### config.mk
export PLATFORM = sky130hd
export DESIGN_NAME = system_clock_select_divide
export DESIGN_NICKNAME = d
export VERILOG_FILES = /design/src/hdl/sysclk_pkg.sv /design/src/hdl/clk_div_if.sv /design/src/hdl/sysclk_divider.sv /design/src/hdl/system_clock_select_divide.sv
export VERILOG_INCLUDE_DIRS = /design/src /design/src/hdl
export SDC_FILE = /design/constraint.sdc
export NUM_CORES = 1
export LEC_CHECK = 0
export BUFFER_PORTS_ARGS = -buffer_cell sky130_fd_sc_hd__buf_2
export CORE_MARGIN = 2
export CORE_UTILIZATION = 40
export CTS_CLUSTER_SIZE = 24
export DETAILED_ROUTE_END_ITERATION = 8
export MAX_ROUTING_LAYER = met4
export PLACE_DENSITY = 0.69
export RECOVER_POWER = 50
export SYNTH_ARGS = -nofsm -noshare
export SYNTH_HDL_FRONTEND = slang
export SYNTH_SLANG_ARGS = --single-unit
### constraint.sdc
create_clock -name core_clk -period 7.8 [get_ports core_clk]
set_clock_uncertainty 0.2 [all_clocks]
set_input_delay 0.39 -clock core_clk [delete_from_list [all_inputs] [get_ports core_clk]]
set_output_delay 0.39 -clock core_clk [all_outputs]
set_load 0.005 [all_outputs]
### src/hdl/sysclk_cfg.svh
// register map, field positions, codes and timing counts for the system clock control block
`ifndef SYSCLK_CFG_SVH
`define SYSCLK_CFG_SVH

`define SYSCLK_CTRL_IDX 16'hF82
`define SYSCLK_CTRL_ADDR (16'(`SYSCLK_CTRL_IDX * 16'h0004))
`define SYSCLK_CTRL_RESET 8'h00

`define LOCK_BIT 7
`define FAIL_EN_BIT 6
`define DIV_MSB 5
`define DIV_LSB 3
`define SRC_MSB 2
`define SRC_LSB 0

`define UNLOCK_FIRST 8'hE7
`define UNLOCK_SECOND 8'h18

`define SRC_DIGITAL_OSC 3'h0
`define SRC_PERIPH_CLK 3'h1
`define SRC_FAST_OR_EXT 3'h2
`define SRC_PLL_OUT 3'h3
`define SRC_WATCHDOG_OSC 3'h4

`define TICK_DIGITAL_OSC 3'h0
`define TICK_PERIPH_CLK 3'h1
`define TICK_FAST_XTAL 3'h2
`define TICK_PLL_OUT 3'h3
`define TICK_WATCHDOG_OSC 3'h4
`define TICK_EXT_CLK 3'h5

`define CORE_CLK_PERIOD_NS 50
`define SWITCH_SETTLE_NS 200
`define SWITCH_SETTLE_CYC (8'((`SWITCH_SETTLE_NS + `CORE_CLK_PERIOD_NS - 1) / `CORE_CLK_PERIOD_NS))

`endif

### src/hdl/sysclk_pkg.sv
// types shared by the system clock control block
package sysclk_pkg;

	typedef enum logic [1:0] {
		SW_IDLE = 2'b00,
		SW_WAIT_RUN = 2'b01,
		SW_SETTLE = 2'b11
	} sw_state_t;

	typedef struct packed {
		logic lock;
		logic fail_en;
		logic [2:0] div;
		logic [2:0] req_src;
		logic [2:0] act_src;
		logic seq;
		sw_state_t sw;
		logic [7:0] dly;
		logic [31:0] rdata;
	} ctrl_state_t;

	typedef struct packed {
		logic [4:0] cnt;
		logic out;
	} div_state_t;

endpackage

### src/hdl/clk_div_if.sv
// link between the control logic and the system clock divider
`timescale 1ns/10ps
`default_nettype none
interface clk_div_if;
	logic src_tick;
	logic restart;
	logic [2:0] div_code;
	logic out_tick;
	modport ctrl (output src_tick, output restart, output div_code, input out_tick);
	modport div (input src_tick, input restart, input div_code, output out_tick);
endinterface
`default_nettype wire

### src/hdl/sysclk_divider.sv
// divider that turns the selected source tick into the system clock enable
`timescale 1ns/10ps
`default_nettype none
`include "sysclk_cfg.svh"
module sysclk_divider (
	// clock and reset
	input wire logic core_clk,
	input wire logic rst,
	// control side
	clk_div_if.div dv
);

	sysclk_pkg::div_state_t s;
	sysclk_pkg::div_state_t next_s;

	function automatic logic [5:0] ratio(input logic [2:0] code);
		unique case (code)
			3'h0: ratio = 6'h01;
			3'h1: ratio = 6'h02;
			3'h2: ratio = 6'h03;
			3'h3: ratio = 6'h04;
			3'h4: ratio = 6'h06;
			3'h5: ratio = 6'h08;
			3'h6: ratio = 6'h10;
			3'h7: ratio = 6'h20;
		endcase
	endfunction

	logic last;
	assign last = ({1'b0, s.cnt} == ratio(dv.div_code) - 6'h01);

	always_comb begin
		next_s = s;
		next_s.out = 1'b0;
		if (dv.restart) begin
			// restart drops any partial period so no short pulse leaks out
			next_s.cnt = 5'h00;
		end else if (dv.src_tick) begin
			next_s.out = last;
			next_s.cnt = last ? 5'h00 : s.cnt + 5'h01;
		end
	end

	always_ff @(posedge core_clk or posedge rst) begin
		if (rst) begin
			s <= '0;
		end else begin
			s <= next_s;
		end
	end

	assign dv.out_tick = s.out;
endmodule
`default_nettype wire

### src/hdl/system_clock_select_divide.sv
// system clock source select, divide, failure detect enable and register lock
// Function
// - source field cleared by reset and stop recovery; other fields kept on recovery.
// - lock bit sets only after writes E7h then 18h.
// - writing 0 to bit 7 relocks; writing 1 alone never unlocks.
// - bit 6 enables system clock failure detection.
// - bits 5:3 divide by 1,2,3,4,6,8,16,32.
// - source change takes effect after a delay; reads show the active source.
// - source codes: digital, peripheral, fast/external, PLL, watchdog; 101 to 111 reserved.
// - PLL input select picks fast crystal or external clock for code 010.
`timescale 1ns/10ps
`default_nettype none
`include "sysclk_cfg.svh"
module system_clock_select_divide (
	// clock and reset
	input wire logic core_clk,
	input wire logic rst,
	// apb slave
	input wire logic psel,
	input wire logic penable,
	input wire logic pwrite,
	input wire logic [15:0] paddr,
	input wire logic [31:0] pwdata,
	output logic [31:0] prdata,
	output logic pready,
	output logic pslverr,
	// clock sources: one-cycle ticks and running flags, indexed by source
	input wire logic [5:0] src_tick,
	input wire logic [5:0] src_running,
	input wire logic pll_input_select,
	// stop-mode recovery, one-cycle pulse
	input wire logic stop_recovery,
	// system clock outputs
	output logic sysclk_tick,
	output logic sysclk_fail_detect_en,
	output logic [2:0] active_source,
	output logic switching
);

	sysclk_pkg::ctrl_state_t s;
	sysclk_pkg::ctrl_state_t next_s;
	clk_div_if dv ();

	// maps a source code onto its tick and running index; code 010 follows the input select
	function automatic logic [2:0] tick_index(input logic [2:0] code, input logic ext_sel);
		unique case (code)
			`SRC_PERIPH_CLK: tick_index = `TICK_PERIPH_CLK;
			`SRC_FAST_OR_EXT: tick_index = ext_sel ? `TICK_EXT_CLK : `TICK_FAST_XTAL;
			`SRC_PLL_OUT: tick_index = `TICK_PLL_OUT;
			`SRC_WATCHDOG_OSC: tick_index = `TICK_WATCHDOG_OSC;
			default: tick_index = `TICK_DIGITAL_OSC;
		endcase
	endfunction

	// codes above the watchdog oscillator are reserved and never stored
	function automatic logic code_valid(input logic [2:0] code);
		code_valid = (code <= `SRC_WATCHDOG_OSC);
	endfunction

	// apb decode: a single mapped word, answered with no wait states
	logic hit;
	logic wr;
	logic [7:0] wbyte;
	logic [7:0] rbyte;
	assign hit = (paddr == `SYSCLK_CTRL_ADDR);
	assign wr = psel && penable && pwrite && hit;
	assign wbyte = pwdata[7:0];
	// reads show the active source, never the pending request
	assign rbyte = {s.lock, s.fail_en, s.div, s.act_src};

	always_comb begin
		next_s = s;
		// read data is caught in the setup phase and stands through the access phase
		if (psel && !penable && !pwrite) begin
			next_s.rdata = hit ? {24'h000000, rbyte} : 32'h00000000;
		end
		if (wr) begin
			if (!s.lock) begin
				// locked: only the unlock sequence is watched, nothing is stored
				next_s.seq = (wbyte == `UNLOCK_FIRST);
				if (s.seq && wbyte == `UNLOCK_SECOND) begin
					next_s.lock = 1'b1;
				end
			end else begin
				// a byte with bit 7 clear stores its fields and relocks in the same write
				next_s.seq = 1'b0;
				next_s.lock = wbyte[`LOCK_BIT];
				next_s.fail_en = wbyte[`FAIL_EN_BIT];
				next_s.div = wbyte[`DIV_MSB:`DIV_LSB];
				if (code_valid(wbyte[`SRC_MSB:`SRC_LSB])) begin
					next_s.req_src = wbyte[`SRC_MSB:`SRC_LSB];
				end
			end
		end
		// switch sequencer: wait for the target to run, then settle before handing over
		unique case (s.sw)
			sysclk_pkg::SW_IDLE: begin
				// any difference between request and active source starts a switch
				if (s.req_src != s.act_src) begin
					next_s.sw = sysclk_pkg::SW_WAIT_RUN;
				end
			end
			sysclk_pkg::SW_WAIT_RUN: begin
				// the settle count starts only once the target reports that it runs
				if (src_running[tick_index(s.req_src, pll_input_select)]) begin
					next_s.sw = sysclk_pkg::SW_SETTLE;
					next_s.dly = `SWITCH_SETTLE_CYC - 8'h01;
				end
			end
			sysclk_pkg::SW_SETTLE: begin
				// a new request while settling starts the wait again
				if (next_s.req_src != s.req_src) begin
					next_s.sw = sysclk_pkg::SW_WAIT_RUN;
				end else if (s.dly == 8'h00) begin
					next_s.act_src = s.req_src;
					next_s.sw = sysclk_pkg::SW_IDLE;
				end else begin
					next_s.dly = s.dly - 8'h01;
				end
			end
			default: next_s.sw = sysclk_pkg::SW_IDLE;
		endcase
		if (stop_recovery) begin
			// recovery returns to the digital oscillator; lock, enable and divide stay
			next_s.req_src = `SRC_DIGITAL_OSC;
			next_s.act_src = `SRC_DIGITAL_OSC;
			next_s.sw = sysclk_pkg::SW_IDLE;
		end
	end

	// asynchronous clear puts every field at its reset value and locks the registers
	always_ff @(posedge core_clk or posedge rst) begin
		if (rst) begin
			s <= '0;
		end else begin
			s <= next_s;
		end
	end

	// while switching the divider is held, so the output sees no partial period
	assign dv.src_tick = (s.sw == sysclk_pkg::SW_IDLE) && src_tick[tick_index(s.act_src, pll_input_select)];
	assign dv.restart = (s.sw != sysclk_pkg::SW_IDLE) || (wr && s.lock);
	assign dv.div_code = s.div;

	// restart on every unlocked write so a new ratio begins on a whole period
	sysclk_divider u_div (
		.core_clk(core_clk),
		.rst(rst),
		.dv(dv)
	);

	// pready and pslverr are combinational and read data is registered: every access completes in its first access cycle
	assign prdata = s.rdata;
	assign pready = psel && penable;
	assign pslverr = psel && penable && !hit;
	assign sysclk_tick = dv.out_tick;
	assign sysclk_fail_detect_en = s.fail_en;
	assign active_source = s.act_src;
	assign switching = (s.sw != sysclk_pkg::SW_IDLE);
endmodule
`default_nettype wire

==> metrics, run 1 <==
DRC viols 0; RSZ-0062 raised after global routing false; Syn Area/Cell 8.95 um^2; P per Cell Area roughly 160 nW/um^2; DRT Wirelength around 5200 um; failing checks max-capacitance violations, max-slew violations; core area ~6200 um^2; Placer Congestion around 0.77; # rows 29; Non-Filler Instances roughly 410; commonest cells after routing, fill and taps aside buf_2, dfrtp_1, nand2_1; clk_lat worst skew 0.30 ns; CP endpoint kind flop; cts hold-fix bufs 0; vias in the first global route between 1500 and 2000; final period utilization a little over a third; worst hold slack approximately 0.088 ns; Seq/Total Area, Yosys 35.5%; io pins about 110; fin crit period roughly 2.8 ns; n_diodes 0; DP Cell Count between 300 and 400; Setup crit start kind flop; Max Root-Sink Buffers 2; Pre-antenna DRT Iters 4; Setup crit start dv.div_code[0]; Slew Limit Headroom -31.4%; fin worst setup slack a little over 5 ns; outcome complete, but fails checks; vias post-DR approximately 2100; DR WL/cell 12.9 um; first-pass GRT wire length 8520 um; Leak 1.36 nW; # resized after CTS 0; H-Tree Level Count 2; Final Hold Vio Count 0; slew at the pin with the worst max-slew slack 1.97 ns; worst path cell trace inv_1, ha_1, mux2i_1, ha_1, nor3b_1, a31oi_1, xnor2_1, o2111ai_1, a31o_1, a22o_1; HPWL Detailed 3970 um; share of layout cells above drive strength 1 23.6%; PortBufs 58; GR Util All Layers 15.4%; cell count after synthesis around 280; Crit Path Max Fanout 6; area grow syn2layout 10.9%; ys flop type dfrtp_1; Max Cap Viol 1; Worst-path clk slew roughly 0.08 ns; share of flip-flops with an asynchronous set or reset 100%; post-synth cell types 54; Post-CTS Setup Inserts 0; mapped cell area 2540 um^2; final setup TNS 0 ns; reg-to-reg startpoint dv.div_code[0]; Crit Path Category reg2reg; final net count 404; initial antenna violation count 0; root buffer cell clkbuf_8; largest net degree at the start of global routing 37; fin. max-slew vios 37; die width 83.7 um; Final ANT Viol Nets 0; CP dominant cell by count ha_1; maximum VDD drop roughly 0.067 mV; Synth Register Bits 36; Post-synth EDFFs 0; YS warnings 0; dpl ws a little under 5 ns; Pwr Total between 0.0004 and 0.0005 W; initial DRC count 93; most common cell after layout, fill and taps aside buf_2; GR Overflow Total 0; Slowest-stage cell, CP dfrtp_1; Starting Density 40.7%; Critical Path RT 7.80 ns; Die Height 83.7 um; min-delay worst type in2reg; f_max 363 MHz; CTS tree yes; Worst Hold Launch pwdata[7]; max incr delay on CP 0.42 ns; total CTS buffers 5; routed vias/inst 5.17; die area 7010 um^2; Setup violations, final 0; clk sinks 36; Worst EP arrival 2.75 ns
[synthesized netlist by cell type (2+ instances only)]
cell	n	area share, %
nand4_1	6	1.5
buf_2	2	0.39
clkbuf_1	5	0.74
a31oi_1	2	0.49
o2111ai_1	2	0.69
nand3_1	6	1.2
nand4b_1	3	1.0
nor4bb_1	2	0.79
nor4_1	4	0.98
or4_1	2	0.59
a2111oi_0	2	0.69
ha_1	8	3.9
xor2_1	12	4.1
nor2_1	24	3.5
nor3b_1	3	0.89
nor3_1	7	1.4
a31o_1	3	1.0
or4_4	2	0.89
o31ai_1	6	1.8
and3_1	3	0.74
mux2_2	3	1.3
o21ai_0	15	3.0
buf_4	35	10
nand2_1	31	4.6
and2_1	3	0.74
nor2b_1	3	0.74
inv_1	7	1.0
nand2b_1	2	0.49
dfrtp_1	36	35
a22o_1	6	2.1
mux2i_1	7	2.8
a21oi_1	8	1.6
or2_2	3	0.74
[routing by layer]
| metal | global-route usage [%] | up-vias | wire (um) |
|---|---|---|---|
| li1 | - | 1040 | - |
| met1 | 18.5 | 997 | 2340 |
| met2 | 25.9 | 60 | 2610 |
| met3 | 3.07 | 8 | 201 |
| met4 | 5.28 | 0 | 85 |
| met5 | - | - | 0 |
[worst max-delay path, delay by kind of cell, from the launching register on]
kind                     cells  cell delay (ns)
AND/OR/NAND/NOR              1             0.22
adder cells (fa/ha/maj)      2             0.50
multiplexers                 1             0.14
AO/OA/AOI/OAI                4             0.88
buffers and inverters        1             0.12
XOR/XNOR                     1             0.18
flip-flops                   1             0.42
[cells by family after synthesis]
| group | share of synthesized area (%) |
|---|---|
| compound gates | 13.9 |
| xor+xnor | 4.48 |
| fa+ha+maj | 3.94 |
| buf+inv | 13.1 |
| flops | 35.5 |
| mux | 4.09 |
| other cells | 0.148 |
| simple gates | 24.9 |
[worst paths after layout]
path	slack, ns	endpoint	cells after the start
max in group asynchronous	5.68	prdata[2]	3
min	0.09	rbyte[7]	2
min in group asynchronous	0.59	u_div.dv.out_tick	3
max reg2reg	5.04	u_div.s[3]	10
max	5.04	u_div.s[3]	10
min reg2reg	0.28	prdata[7]	2
[layout make-up]
cell class              instances  area [um^2]
multi-input cells             220         1390
clock buffers                   5         68.8
flip-flops and latches         36          901
fillers                       625         3420
clock inverters                 3         42.5
repair buffers                 59          289
inverters                       7         26.3
well taps                      77         96.3
[metrics by stage]
stage / utilization, % / cell area, um^2
finish: 45.1 / 2820
global route: 45.1 / 2820
CTS: 45.3 / 2830
detailed placement: 43.5 / 2720
global placement: 43.5 / 2720
floorplan: - / 2630
[sequential cells by signal (all words and copies together) (netlist names)]
name,count
prdata,8
u_div.dv.out_tick,1
active_source,3
s,14
dv.div_code,3
rbyte,1
sysclk_fail_detect_en,1
u_div.s,5
[power breakdown]
group | internal, W | switching [W]
Clock | 0.0000946 | 0.0000727
Combinational | 0.0000349 | 0.0000346
Sequential | 0.000198 | 0.0000150
Total | 0.000328 | 0.000122
No activity file was read; power rests on OpenSTA's default activity.
==> inputs of run 2 (changes only) <==
PLACE_DENSITY = 0.71   (was 0.69)
clock period = 2.3 ns   (was 7.8 ns; I/O delays follow)
==> run 2 against run 1 <==
Compared with the run above:
- the run ends with negative setup slack left
- wire length is 11% higher
- global-route usage is 2.0 points higher
- worst setup slack worse by 5.1 ns
- non-clock buffer count is 36 higher
- first-iteration DRC count is 17% higher
- critical path depth stayed put
- maximum frequency is 15% higher
- critical endpoint is now u_div.s[5]
- largest power group unchanged
- highest routed layer unchanged
==> metrics, run 2 (synthesis results as in run 1) <==
Setup violations, final 4; worst hold slack approximately 0.022 ns; fin crit period 2.41 ns; most flop-heavy register s; total CTS buffers 5; fill cell count 620; final net count 440; worst path cell trace inv_2, ha_4, mux2i_1, ha_2, nor3b_2, a31oi_1, xnor2_1, o2111ai_2, a31o_1, a22o_1; failing checks negative setup slack; CP endpoint kind flop; CP top delay family compound AO/OA/AOI/OAI gates; DRC viols 0; largest net degree at the start of global routing 37; f_max about 420 MHz; PortBufs 58; most common cell after layout, fill and taps aside buf_2; DRT Wirelength 5810 um; max reg flops 14; HPWL Detailed 4480 um; area grow syn2layout 25.2%; Setup crit start kind flop; Setup crit start dv.div_code[1]; share of layout cells above drive strength 1 33.1%; reg-to-reg startpoint dv.div_code[1]; GR Util All Layers 17.4%; Starting Density 40.7%; Die Height 83.7 um; max incr delay on CP 0.40 ns; Max Cap Viol 0; core area ~6200 um^2; initial antenna violation count 0; Leak 1.56 nW; outcome complete, but fails checks; Worst EP arrival 2.39 ns; n_diodes 0; initial DRC count 109; fin worst setup slack -0.106 ns; die width between 80 and 90 um; Pwr Total 0.00159 W; root buffer cell clkbuf_8; clk_lat worst skew roughly 0.29 ns; Final Hold Vio Count 0; CTS tree yes; commonest cells after routing, fill and taps aside buf_2, dfrtp_1, nand2_1; Crit Path Category reg2reg; # rows 29; clk sinks 36; Worst-path clk slew roughly 0.090 ns; first-pass GRT wire length 9840 um; fin. max-slew vios 0; final setup TNS -0.372 ns; Placer Congestion ~0.86; Buf/Inv on CP 1; RSZ-0062 raised after global routing true; final period utilization 105%; Slowest-stage cell, CP dfrtp_1; Critical Path RT between 2 and 2.5 ns; routed vias/inst 5.16; Pre-antenna DRT Iters 4; Max Root-Sink Buffers 2; Crit Path Max Fanout 6; Worst Hold Launch pwrite; slew at the pin with the worst max-slew slack 0.922 ns; vias in the first global route 2184; io pins 107; min-delay worst type in2reg; maximum VDD drop 0.299 mV; vias post-DR 2285; GR Overflow Total 0; Final ANT Viol Nets 0; P per Cell Area 499 nW/um^2; H-Tree Level Count 2; die area between 7000 and 8000 um^2; DR WL/cell 13.1 um; Slew Limit Headroom 38.5%
## run 2: changes by cell type in the layout (fill, tap and decap cells not counted), sizes merged
cell         change
buf             +29
clkbuf           -3
dlygate4sd3     +10
## run 2: worst reg2reg max path: cells and delay by family, from the launching register on
| kind | cells | cell delay [ns] |
|---|---|---|
| muxes | 1 | 0.17 |
| and+or+nand+nor | 1 | 0.14 |
| AOI/OAI and AO/OA | 4 | 0.70 |
| xor gates and xnor gates | 1 | 0.19 |
| DFF | 1 | 0.40 |
| adders and majority gates | 2 | 0.41 |
| buffers and inverters | 1 | 0.08 |
## run 2: final cells by class
class	count	area [um^2]	area share, %
Clock buffer	5	68.8	2.16
Clock inverter	3	42.5	1.34
Inverter	7	26.3	0.826
Multi-Input combinational cell	220	1460	45.8
Sequential cell	36	902	28.4
Tap cell	77	96.3	3.03
Timing Repair Buffer	95	589	18.5
## run 2: repair_timing
action                                 4_1_cts  5_1_grt
endpoints found under the hold margin       50        0
setup buffers                                2        0
setup endpoints to repair                    5       14
pin swaps                                    3        3
hold buffers                                10        0
resized for setup                            7        5
## run 2: stage by stage
stage | worst slack, ns | std cells | area, um^2 | util (%)
after CTS | -0.122 | 444 | 3180 | 50.9
final | -0.106 | 443 | 3180 | 51.0
after detailed placement | -0.244 | 425 | 2940 | 47.1
after global placement | -0.133 | 425 | 2940 | 47.1
after floorplan | -0.0136 | 307 | 2670 | -
after global routing | -0.225 | 443 | 3180 | 51.0
## run 2: final timing paths
kind | cells after the start | to | slack (ns)
worst max-delay path | 10 | u_div.s[5] | -0.11
worst min-delay path | 4 | prdata[7] | 0.02
worst max register to register | 10 | u_div.s[5] | -0.11
worst min register to register | 2 | prdata[4] | 0.27
max in group asynchronous | 4 | s[47] | 0.83
min in group asynchronous | 4 | s[46] | 0.45
## run 2: metal layers
layer	share of wire, %	up-vias	global-route usage, %
li1	-	1116	-
met1	44	1102	21.5
met2	50	62	29.5
met3	4.2	5	2.67
met4	1.2	0	5.13
met5	0	-	-
## run 2: power by group
group          internal (W)  switching [W]  leakage [nW]
combinational      0.000156       0.000137          1.03
clock              0.000321       0.000246        0.0541
sequential         0.000673      0.0000535         0.475
